### src/verilog/dmagc_defines.svh
/*
 Constants of the DMA global control block: register offsets, field
 positions, reset values and control table geometry.
 Assumes it is included by bare name from the modules and the bench.
*/
`ifndef DMAGC_DEFINES_SVH
`define DMAGC_DEFINES_SVH

// Register byte offsets on the AXI4-Lite port
`define DMAGC_OFS_CFG     8'h00
`define DMAGC_OFS_BASE    8'h04
`define DMAGC_OFS_ALTBASE 8'h08
`define DMAGC_OFS_TSIZE   8'h0c
`define DMAGC_OFS_ERRST   8'h10
`define DMAGC_OFS_ERRCLR  8'h14
`define DMAGC_OFS_ISTAT   8'h18
`define DMAGC_OFS_IEN     8'h1c
`define DMAGC_OFS_ICLR    8'h20

// Field positions
`define DMAGC_CFG_EN      0
`define DMAGC_CFG_ALT     1
`define DMAGC_INT_ERR     0
`define DMAGC_INT_DONE    1

// Reset values
`define DMAGC_CFG_RST     2'h0
`define DMAGC_BASE_RST    22'h000000
`define DMAGC_IEN_RST     2'h0

// Table geometry: alignment bits, channel count, structure size
`define DMAGC_ALIGN_BITS  10
`define DMAGC_NUM_CH      32
`define DMAGC_STRUCT_B    16
`define DMAGC_HALF_B      32'h00000200
`define DMAGC_FULL_B      32'h00000400

// AXI responses
`define DMAGC_RESP_OKAY   2'h0
`define DMAGC_RESP_SLVERR 2'h2

`endif

### src/verilog/dmagc_pkg.sv
/*
 Types shared by the DMA global control modules.
 Assumes dmagc_defines.svh is on the include path.
*/
package dmagc_pkg;
    // Table fetch sequencer states
    typedef enum logic [0:0] {
        DMAGC_IDLE = 1'b0,
        DMAGC_BUSY = 1'b1
    } dmagc_state_e;
endpackage : dmagc_pkg

### src/verilog/dmagc_fetch.sv
/*
 Control table fetch sequencer: turns a channel word request into one
 read on the system memory bus at the table address.
 Assumes mem_ack is a one-cycle pulse answering a held mem_req.
*/
`timescale 1ns/1ps
`include "dmagc_defines.svh"
module dmagc_fetch
    import dmagc_pkg::*;
(
    // Clock, reset, enable
    input  wire logic        aclk,
    input  wire logic        aresetn,
    input  wire logic        ce,
    input  wire logic        enable,
    // Table geometry
    input  wire logic [31:0] base,
    input  wire logic        alt_use,
    // Request side
    input  wire logic        req,
    input  wire logic [4:0]  ch,
    input  wire logic        alt,
    input  wire logic [1:0]  word,
    output logic             ready_r,
    output logic             done_r,
    output logic             err_r,
    output logic [31:0]      data_r,
    // Memory side
    output logic             mem_req_r,
    output logic [31:0]      mem_addr_r,
    input  wire logic        mem_ack,
    input  wire logic        mem_err,
    input  wire logic [31:0] mem_rdata
);

    dmagc_state_e state_r;   // Sequencer state
    logic [31:0]  addr_nxt;  // Table address of the request
    logic         take;      // Request accepted this cycle

    // Alternates never touched while alternate use is off
    assign addr_nxt = base
        + ((alt & alt_use) ? `DMAGC_HALF_B : 32'h0)
        + {23'h0, ch, 4'h0}
        + {28'h0, word, 2'h0};
    assign take = enable & ready_r & req;

    ////////////////////////////////////////////////////////////////////
    // Sequencer
    always_ff @(posedge aclk) begin
        if (!aresetn) begin
            state_r    <= DMAGC_IDLE;
            ready_r    <= 1'b0;
            done_r     <= 1'b0;
            err_r      <= 1'b0;
            data_r     <= 32'h0;
            mem_req_r  <= 1'b0;
            mem_addr_r <= 32'h0;
        end else if (ce) begin
            done_r <= 1'b0;
            err_r  <= 1'b0;
            case (state_r)
                DMAGC_IDLE: begin
                    ready_r <= enable & ~take;
                    if (take) begin
                        mem_req_r  <= 1'b1;
                        mem_addr_r <= addr_nxt;
                        state_r    <= DMAGC_BUSY;
                    end
                end
                DMAGC_BUSY: begin
                    if (!enable) begin
                        // Abort: drop the bus at once, no result
                        mem_req_r <= 1'b0;
                        state_r   <= DMAGC_IDLE;
                    end else if (mem_ack) begin
                        mem_req_r <= 1'b0;
                        data_r    <= mem_rdata;
                        done_r    <= ~mem_err;
                        err_r     <= mem_err;
                        ready_r   <= 1'b1;
                        state_r   <= DMAGC_IDLE;
                    end
                end
                default: begin
                    mem_req_r <= 1'b0;
                    state_r   <= DMAGC_IDLE;
                end
            endcase
        end
    end

endmodule : dmagc_fetch

### src/verilog/dmagc_top.sv
/*
 DMA global control: master enable, control table base, alternate
 half base, table size, error status and clear, interrupt status,
 enable and clear, behind an AXI4-Lite slave, plus the table fetcher.
 Assumes one clock aclk, synchronous active-low reset, and that
 channel engines outside use the fetch port to read their structures.
*/
`timescale 1ns/1ps
`include "dmagc_defines.svh"
module dmagc_top
    import dmagc_pkg::*;
(
    // Clock, reset, clock enable
    input  wire logic        aclk,
    input  wire logic        aresetn,
    input  wire logic        ce,
    // AXI4-Lite write address
    input  wire logic        s_axi_awvalid,
    output logic             s_axi_awready,
    input  wire logic [7:0]  s_axi_awaddr,
    // AXI4-Lite write data
    input  wire logic        s_axi_wvalid,
    output logic             s_axi_wready,
    input  wire logic [31:0] s_axi_wdata,
    input  wire logic [3:0]  s_axi_wstrb,
    // AXI4-Lite write response
    output logic             s_axi_bvalid,
    input  wire logic        s_axi_bready,
    output logic [1:0]       s_axi_bresp,
    // AXI4-Lite read address
    input  wire logic        s_axi_arvalid,
    output logic             s_axi_arready,
    input  wire logic [7:0]  s_axi_araddr,
    // AXI4-Lite read data
    output logic             s_axi_rvalid,
    input  wire logic        s_axi_rready,
    output logic [31:0]      s_axi_rdata,
    output logic [1:0]       s_axi_rresp,
    // Channel engine fetch port
    input  wire logic        fetch_req,
    input  wire logic [4:0]  fetch_ch,
    input  wire logic        fetch_alt,
    input  wire logic [1:0]  fetch_word,
    output logic             fetch_ready,
    output logic             fetch_done,
    output logic [31:0]      fetch_data,
    // System memory bus
    output logic             mem_req,
    output logic [31:0]      mem_addr,
    input  wire logic        mem_ack,
    input  wire logic        mem_err,
    input  wire logic [31:0] mem_rdata,
    // Status outputs
    output logic             dma_active,
    output logic             irq
);

    ////////////////////////////////////////////////////////////////////
    // Helpers

    // Byte-lane merge of a write into an old word
    function automatic logic [31:0] lane_merge(
        input logic [31:0] old_v,
        input logic [31:0] new_v,
        input logic [3:0]  strb
    );
        logic [31:0] m;
        m = {{8{strb[3]}}, {8{strb[2]}}, {8{strb[1]}}, {8{strb[0]}}};
        return (old_v & ~m) | (new_v & m);
    endfunction : lane_merge

    // Offset decode shared by reads and writes
    function automatic logic is_mapped(input logic [7:0] a);
        return (a == `DMAGC_OFS_CFG)     | (a == `DMAGC_OFS_BASE)  |
               (a == `DMAGC_OFS_ALTBASE) | (a == `DMAGC_OFS_TSIZE) |
               (a == `DMAGC_OFS_ERRST)   | (a == `DMAGC_OFS_ERRCLR)|
               (a == `DMAGC_OFS_ISTAT)   | (a == `DMAGC_OFS_IEN)   |
               (a == `DMAGC_OFS_ICLR);
    endfunction : is_mapped

    ////////////////////////////////////////////////////////////////////
    // State

    logic [1:0]  cfg_r;        // Master enable and alternate use
    logic [21:0] base_hi_r;    // Table base above the alignment bits
    logic [1:0]  istat_r;      // Sticky events: error, fetch done
    logic [1:0]  ien_r;        // Interrupt enables
    logic        irq_r;        // Registered interrupt level
    // Write channel capture
    logic        awready_r;
    logic        wready_r;
    logic        aw_have_r;    // Address held, waiting for data
    logic        w_have_r;     // Data held, waiting for address
    logic [7:0]  aw_addr_r;
    logic [31:0] w_data_r;
    logic [3:0]  w_strb_r;
    logic        bvalid_r;
    logic [1:0]  bresp_r;
    // Read channel
    logic        arready_r;
    logic        rvalid_r;
    logic [31:0] rdata_r;
    logic [1:0]  rresp_r;

    ////////////////////////////////////////////////////////////////////
    // Derived table values

    wire [31:0] base_full = {base_hi_r, 10'h0};
    wire [31:0] alt_base  = base_full + `DMAGC_HALF_B;
    // Footprint doubles once alternate structures are in use
    wire [31:0] tbl_size  = cfg_r[`DMAGC_CFG_ALT] ?
                            `DMAGC_FULL_B : `DMAGC_HALF_B;
    wire        enabled   = cfg_r[`DMAGC_CFG_EN];

    ////////////////////////////////////////////////////////////////////
    // Write decode

    wire aw_hs  = s_axi_awvalid & awready_r;
    wire w_hs   = s_axi_wvalid & wready_r;
    wire b_hs   = bvalid_r & s_axi_bready;
    wire wr_go  = aw_have_r & w_have_r & ~bvalid_r;
    wire wr_map = is_mapped(aw_addr_r);
    wire wr_cfg  = wr_go & (aw_addr_r == `DMAGC_OFS_CFG);
    wire wr_base = wr_go & (aw_addr_r == `DMAGC_OFS_BASE);
    wire wr_ien  = wr_go & (aw_addr_r == `DMAGC_OFS_IEN);
    wire wr_eclr = wr_go & (aw_addr_r == `DMAGC_OFS_ERRCLR);
    wire wr_iclr = wr_go & (aw_addr_r == `DMAGC_OFS_ICLR);

    wire [31:0] cfg_m  = lane_merge({30'h0, cfg_r}, w_data_r, w_strb_r);
    wire [31:0] base_m = lane_merge(base_full, w_data_r, w_strb_r);
    wire [31:0] ien_m  = lane_merge({30'h0, ien_r}, w_data_r, w_strb_r);

    wire [1:0]  cfg_nxt  = wr_cfg ? cfg_m[1:0] : cfg_r;
    // Only the aligned part is stored
    wire [21:0] base_nxt = wr_base ? base_m[31:10] : base_hi_r;
    wire [1:0]  ien_nxt  = wr_ien ? ien_m[1:0] : ien_r;

    // Clear strobes, byte lane 0 only
    wire        clr_ok   = w_strb_r[0];
    wire [1:0]  eclr_v   = {1'b0, wr_eclr & clr_ok & w_data_r[0]};
    wire [1:0]  iclr_v   = (wr_iclr & clr_ok) ? w_data_r[1:0] : 2'h0;

    ////////////////////////////////////////////////////////////////////
    // Events and interrupt

    logic        f_done;   // Fetch finished cleanly, one cycle
    logic        f_err;    // Fetch answered with bus error, one cycle
    wire  [1:0]  ev_set  = {f_done, f_err};
    // An event in the clearing cycle survives the clear
    wire  [1:0]  istat_nxt = (istat_r & ~(eclr_v | iclr_v)) | ev_set;
    wire         irq_nxt   = |(istat_nxt & ien_nxt);

    ////////////////////////////////////////////////////////////////////
    // Read decode

    wire ar_hs = s_axi_arvalid & arready_r;
    wire r_hs  = rvalid_r & s_axi_rready;
    wire [7:0] ra = s_axi_araddr;
    wire [31:0] rd_val =
        (ra == `DMAGC_OFS_CFG)     ? {30'h0, cfg_r}           :
        (ra == `DMAGC_OFS_BASE)    ? base_full                :
        (ra == `DMAGC_OFS_ALTBASE) ? alt_base                 :
        (ra == `DMAGC_OFS_TSIZE)   ? tbl_size                 :
        (ra == `DMAGC_OFS_ERRST)   ? {31'h0, istat_r[`DMAGC_INT_ERR]} :
        (ra == `DMAGC_OFS_ISTAT)   ? {30'h0, istat_r}         :
        (ra == `DMAGC_OFS_IEN)     ? {30'h0, ien_r}           :
        32'h0;                       // Clear registers read zero
    wire [1:0] rd_resp = is_mapped(ra) ? `DMAGC_RESP_OKAY :
                                         `DMAGC_RESP_SLVERR;

    ////////////////////////////////////////////////////////////////////
    // Control registers
    always_ff @(posedge aclk) begin
        if (!aresetn) begin
            cfg_r     <= `DMAGC_CFG_RST;
            base_hi_r <= `DMAGC_BASE_RST;
            ien_r     <= `DMAGC_IEN_RST;
            istat_r   <= 2'h0;
            irq_r     <= 1'b0;
        end else if (ce) begin
            cfg_r     <= cfg_nxt;
            base_hi_r <= base_nxt;
            ien_r     <= ien_nxt;
            istat_r   <= istat_nxt;
            irq_r     <= irq_nxt;
        end
    end

    ////////////////////////////////////////////////////////////////////
    // Write channels: address and data taken in either order
    always_ff @(posedge aclk) begin
        if (!aresetn) begin
            awready_r <= 1'b1;
            wready_r  <= 1'b1;
            aw_have_r <= 1'b0;
            w_have_r  <= 1'b0;
            aw_addr_r <= 8'h0;
            w_data_r  <= 32'h0;
            w_strb_r  <= 4'h0;
            bvalid_r  <= 1'b0;
            bresp_r   <= `DMAGC_RESP_OKAY;
        end else if (ce) begin
            if (aw_hs) begin
                aw_addr_r <= s_axi_awaddr;
                aw_have_r <= 1'b1;
                awready_r <= 1'b0;
            end
            if (w_hs) begin
                w_data_r <= s_axi_wdata;
                w_strb_r <= s_axi_wstrb;
                w_have_r <= 1'b1;
                wready_r <= 1'b0;
            end
            if (wr_go) begin
                // Unmapped offsets write nothing and report it
                bvalid_r  <= 1'b1;
                bresp_r   <= wr_map ? `DMAGC_RESP_OKAY :
                                      `DMAGC_RESP_SLVERR;
                aw_have_r <= 1'b0;
                w_have_r  <= 1'b0;
            end
            if (b_hs) begin
                // Reopen both channels only after the response
                bvalid_r  <= 1'b0;
                awready_r <= 1'b1;
                wready_r  <= 1'b1;
            end
        end
    end

    ////////////////////////////////////////////////////////////////////
    // Read channel: data registered one edge after the address
    always_ff @(posedge aclk) begin
        if (!aresetn) begin
            arready_r <= 1'b1;
            rvalid_r  <= 1'b0;
            rdata_r   <= 32'h0;
            rresp_r   <= `DMAGC_RESP_OKAY;
        end else if (ce) begin
            if (ar_hs) begin
                rdata_r   <= rd_val;
                rresp_r   <= rd_resp;
                rvalid_r  <= 1'b1;
                arready_r <= 1'b0;
            end else if (r_hs) begin
                rvalid_r  <= 1'b0;
                arready_r <= 1'b1;
            end
        end
    end

    ////////////////////////////////////////////////////////////////////
    // Table fetcher, stopped whenever the master enable is low

    logic        f_ready;
    logic [31:0] f_data;
    logic        m_req;
    logic [31:0] m_addr;

    dmagc_fetch u_fetch (
        .aclk       (aclk),
        .aresetn    (aresetn),
        .ce         (ce),
        .enable     (enabled),
        .base       (base_full),
        .alt_use    (cfg_r[`DMAGC_CFG_ALT]),
        .req        (fetch_req),
        .ch         (fetch_ch),
        .alt        (fetch_alt),
        .word       (fetch_word),
        .ready_r    (f_ready),
        .done_r     (f_done),
        .err_r      (f_err),
        .data_r     (f_data),
        .mem_req_r  (m_req),
        .mem_addr_r (m_addr),
        .mem_ack    (mem_ack),
        .mem_err    (mem_err),
        .mem_rdata  (mem_rdata)
    );

    ////////////////////////////////////////////////////////////////////
    // Outputs, each a flip-flop here or in the fetcher

    assign s_axi_awready = awready_r;
    assign s_axi_wready  = wready_r;
    assign s_axi_bvalid  = bvalid_r;
    assign s_axi_bresp   = bresp_r;
    assign s_axi_arready = arready_r;
    assign s_axi_rvalid  = rvalid_r;
    assign s_axi_rdata   = rdata_r;
    assign s_axi_rresp   = rresp_r;
    assign fetch_ready   = f_ready;
    assign fetch_done    = f_done;
    assign fetch_data    = f_data;
    assign mem_req       = m_req;
    assign mem_addr      = m_addr;
    assign dma_active    = cfg_r[`DMAGC_CFG_EN];
    assign irq           = irq_r;

endmodule : dmagc_top

### config.mk
export PLATFORM = sky130hd
export DESIGN_NAME = dmagc_top
export DESIGN_NICKNAME = d
export VERILOG_FILES = /design/src/verilog/dmagc_pkg.sv /design/src/verilog/dmagc_fetch.sv /design/src/verilog/dmagc_top.sv
export VERILOG_INCLUDE_DIRS = /design/src /design/src/verilog
export SDC_FILE = /design/constraint.sdc
export NUM_CORES = 1
export LEC_CHECK = 0
export ABC_AREA = 1
export BUFFER_PORTS_ARGS = -buffer_cell sky130_fd_sc_hd__buf_4
export CORE_MARGIN = 10
export CORE_UTILIZATION = 50
export CTS_BUF_LIST = sky130_fd_sc_hd__clkbuf_2 sky130_fd_sc_hd__clkbuf_4 sky130_fd_sc_hd__clkbuf_8
export DETAILED_ROUTE_END_ITERATION = 6
export PLACE_DENSITY_LB_ADDON = 0.12
export SYNTH_ARGS = -nofsm -noshare
export SYNTH_HDL_FRONTEND = slang
export SYNTH_SLANG_ARGS = --single-unit
### constraint.sdc
create_clock -name aclk -period 2.76 [get_ports aclk]
set_clock_uncertainty 0.2 [all_clocks]
set_input_delay 0.552 -clock aclk [delete_from_list [all_inputs] [get_ports aclk]]
set_output_delay 0.552 -clock aclk [all_outputs]
set_load 0.02 [all_outputs]
======== Word level (Yosys, flattened, before mapping) ========
Cells that the tools add are included.
storage, ports and cells
  bits in registers ....................... 185
  bits in latches ......................... 0
  memory bits (writable) .................. 0
  memory bits (read-only) ................. 0
  bits of input ports ..................... 103
  output and inout bits ................... 110
  word-level logic and storage cells ...... 170
  memories ................................ 0
cells by class
  add/sub/neg operators ................... 4
  multipliers ............................. 0
  divide/modulo/power cells ............... 0
  magnitude comparators ................... 0
  equality and inequality tests ........... 20
  shift-type cells ........................ 0
  mux-type cells .......................... 44
  bitwise gates (word level) .............. 52
  reduce and logical (&&, ||, !) cells .... 25
operator list
  operator                  number
  $mux W32                  3
  $and A32 B32 Y32          2
  $eq A8 B5 Y1 const B      8
  $add A32 B10 Y32 const B  1
  $add A32 B32 Y32          1
  $add A32 B4 Y32           1
  $add A32 B9 Y32           1
  $eq A8 B4 Y1 const B      4
  $not A32 Y32              1
  $or A32 B32 Y32           1
  $mux W1                   28
  $reduce_and A2 Y1         12
  $mux W11                  2
  $and A1 B1 Y1             19
  $eq A8 B3 Y1 const B      2
  $eq A8 B6 Y1 const B      2
  $logic_not A8 Y1          2
  $or A1 B1 Y1              16
  $mux W2                   7
  $reduce_bool A2 Y1        6
  $mux W10                  1
  $reduce_and A3 Y1         3
  $and A2 B2 Y2             4
  $or A2 B2 Y2              3
  other kinds (9)           15

======== Longest topological paths before layout ========
  depth after elaboration ................. 11
  gate-level depth with buffers ........... 10
  mapped depth without buffers ............ 10

======== Cells and area by module ========
From an unflattened synthesis, not the netlist that was laid out.
unflattened totals
  cells, all modules ...................... 1139
  area total of the unflattened synthesis .. 7825.0 um2
modules (own cells, without submodules)
  module       times used  cells each  area an instance (um2)
  dmagc_top    1           531         3950.0
  dmagc_fetch  1           608         3875.0

======== Least setup slack after synthesis ========
Ideal clock, no wire load.
  path kind ............................... in2reg
  start point ............................. input port s_axi_araddr[7]
  end point ............................... register rdata_r[11], in the netlist s_axi_rdata[11]
  setup time .............................. 0.132 ns
  data arrival time ....................... 1.362 ns
  data required time ...................... 2.428 ns
  path slack .............................. 1.065 ns
  cell stages on the path ................. 7
  path buffers ............................ 1
  path through ............................ nor2_1 nand3_1 nor2_1 nor2_2 buf_2 nand3_1 a21oi_1
on the way
  cells in the longest elaborated chain, start to end .. 4
  elaborated cells between the ends (all ways) .. 6
  those cells by class .................... eq/ne (2); mux (3); reduce/logical (1)
RTL lines
  what                           line              source
  start, declared                dmagc_top.sv:33   input wire logic [7:0] s_axi_araddr,
  $eq A8 B4 Y1 (no source line)  --
  $mux W32                       dmagc_top.sv:162  (ra == `DMAGC_OFS_ALTBASE) ? alt_base :
  $mux W32                       dmagc_top.sv:161  (ra == `DMAGC_OFS_BASE) ? base_full :
  $mux W32 (*)                   dmagc_top.sv:160  (ra == `DMAGC_OFS_CFG) ? {30'h0, cfg_r} :
  end signal, assigned           dmagc_top.sv:241  rdata_r <= rd_val;
  end, declared                  dmagc_top.sv:102  logic [31:0] rdata_r;
Every way passes the cells marked *; elsewhere a longest branch is shown, timed or not.
A chain may end at the register's enable or synchronous reset.

======== Worst setup path in the final report ========
  start point ............................. register wready_r, in the netlist s_axi_wready
  end point ............................... output port s_axi_wready
RTL lines
  what                    line              source
  start, declared         dmagc_top.sv:91   logic wready_r;
  start signal, assigned  dmagc_top.sv:194  wready_r <= 1'b1;
  start signal, assigned  dmagc_top.sv:212  wready_r <= 1'b0;
  start signal, assigned  dmagc_top.sv:226  wready_r <= 1'b1;
  end, declared           dmagc_top.sv:23   output logic s_axi_wready,
No word-level cell between the ends.

==> results.sh <==
export IMPL_status="complete, no violations"
export IMPL_synth_area_sq_um=6380
export IMPL_setup_viol=0
export IMPL_period_needed_ps=2100
export IMPL_fmax_ghz=0.477
export IMPL_drt_iter0_markers=271
export IMPL_portBuffers=193
export IMPL_p_leak_nw=3.45
export IMPL_core_area_sq_um=12600
export IMPL_place_congestion=0.810
export IMPL_drv_cap=0
export IMPL_initial_core_util=0.508
export IMPL_cts_buffers=17
export IMPL_hold_viol=0
export IMPL_final_nets=1088
export IMPL_grt_pass1_wl_um=29700
export IMPL_synth_warnings=0
export IMPL_clkLatencyLatePin_ps=450
export IMPL_synth_ff_type="dfxtp_1"
export IMPL_final_common_cell="buf_4"
export IMPL_grt_pass1_vias=5664
export IMPL_finalPower_mw=4.52
export IMPL_die_w_um=133
export IMPL_cp_required_ps=2010
export IMPL_final_cell_mix="200 x buf_4, 166 x dfxtp_1, 107 x nand2_1"
export IMPL_cts_root_buffer="clkbuf_8"
export IMPL_hpwl_um=13400
export IMPL_cp_start_kind="flop"
export IMPL_wl_um=18400
export IMPL_worstReg2RegStart="s_axi_arready$_SDFFE_PN1P_"
export IMPL_netlist_area_leader_share=0.521
export IMPL_drive_above_1_share=0.268
export IMPL_vias_per_cell=4.99
export IMPL_rsz0062_at_grt="false"
export IMPL_fin_crit_sh=0.760
export IMPL_ir_drop_mv=0.279
export IMPL_synth_area_leaders="dfxtp_1 52%, a21oi_1 8.3%, nand2_1 6.3%"
export IMPL_cts_setup_buffers=0
export IMPL_cts_resized=0
export IMPL_worstSetupPathType="flop to output pin"
export IMPL_num_vias=5837
export IMPL_worst_pin_slew_ps=1000
export IMPL_worstHoldStart="fetch_word[1]"
export IMPL_relSlewSlack=0.332
export IMPL_whs_ps=131
export IMPL_cp_arrival_ps=1350
export IMPL_area_delta_synth_final_pct=29.4
export IMPL_drc=0
export IMPL_grt_usage=0.206
export IMPL_dieArea_sq_um=17700
export IMPL_ant_nets=0
export IMPL_antenna_found_initial=0
export IMPL_syn_inst=813
export IMPL_synth_largest_area_cell="dfxtp_1"
export IMPL_synthArstFlopShare=0
export IMPL_die_h_um=133
export IMPL_cts_tree="done"
export IMPL_path_clk_slew_ps=80
export IMPL_ios=213
export IMPL_fin_tns_setup_ps=0
export IMPL_critPathCaptureType="output pin"
export IMPL_cts_hold_buf=0
export IMPL_slew_viol_final=0
export IMPL_wl_per_cell_um=15.7
export IMPL_cts_sinks=166
export IMPL_row_count=41
export IMPL_pwr_density_cell_nw_per_um2=548
export IMPL_synth_distinct_cells=28
export IMPL_synth_edf_count=0
export IMPL_crit_start="s_axi_wready$_SDFFE_PN1P_"
export IMPL_yosysSeqAreaShare=0.521
export IMPL_avgSynthCellArea_sq_um=7.85
export IMPL_critPathMaxFanout=26
export IMPL_ys_ff_latch=166
export IMPL_diodes=0
export IMPL_cts_max_level=4
export IMPL_grt_ovfl_total=0
export IMPL_clk_path_buf_depth=2
export IMPL_min_path_type="primary input to flop"
export IMPL_grt_max_degree=54
export IMPL_drtPass1Iterations=4
==> cells in the mapped netlist, types with 6 or more instances <==
library cell	count
nor2_1	106
inv_2	6
a21oi_2	15
o21ai_1	32
nand3_1	66
clkbuf_1	23
buf_2	15
a21oi_1	106
dfxtp_1	166
buf_4	18
inv_1	49
nand2_1	107
o21ai_0	75
==> per-stage QoR <==
step / setup slack [ps] / area, sq um / utilization / std cells
6_report: 662 / 8260 / 0.657 / 1170
3_5_place_dp: 425 / 7860 / 0.626 / 1138
4_1_cts: 631 / 8260 / 0.657 / 1170
3_3_place_gp: 438 / 7860 / 0.626 / 1138
5_1_grt: 578 / 8260 / 0.657 / 1170
2_1_floorplan: 1070 / 6420 / - / 823
==> metal layers <==
| layer | part of all wire | track usage | vias to the layer above |
|---|---|---|---|
| li1 | - | - | 3016 |
| met1 | 0.47 | 0.271 | 2617 |
| met2 | 0.44 | 0.315 | 189 |
| met3 | 0.078 | 0.0651 | 15 |
| met4 | 0.011 | 0.0575 | 0 |
| met5 | 0 | 0 | - |
==> path summary, 6_finish.rpt <==
check | end | slack, ps | cells past startpoint
max | s_axi_wready | 660 | 2
min | u_fetch.mem_addr_r[3]$_SDFFE_PN0P_ | 130 | 3
min reg2reg | w_have_r$_SDFFE_PN0P_ | 250 | 2
max reg2reg | s_axi_rdata[27]$_SDFFE_PN0P_ | 860 | 4
==> kinds of logic (layout without fill, tap and decap cells) <==
| group | count (synthesis) | count (layout) | synth area share |
|---|---|---|---|
| simple gates | 296 | 296 | 0.199 |
| compound gates | 234 | 234 | 0.195 |
| flops | 166 | 166 | 0.521 |
| buf+inv | 116 | 291 | 0.0853 |
| other cells | 1 | 11 | 0.000588 |
==> area by class of cell <==
type / instances / area (sq um)
repair buffers: 203 / 1560
clock buffers: 25 / 325
well taps: 172 / 215
inverters: 56 / 210
fillers: 1157 / 4310
flip-flops and latches: 166 / 3320
multi-input cells: 541 / 2550
clock inverters: 7 / 68.8
==> power breakdown <==
group          switching (mW)  internal (mW)  leakage, nW  total, mW
logic                   0.210          0.156         1.90      0.367
registers              0.0269           2.44         1.34       2.46
clock network           0.835          0.861        0.202       1.70
==> worst max-delay path, stage by stage, from the launching register on <==
cell,delay (ps)
dfxtp_1,370
buf_4,300
buf_4,210
(Power assumes the default switching activity.)
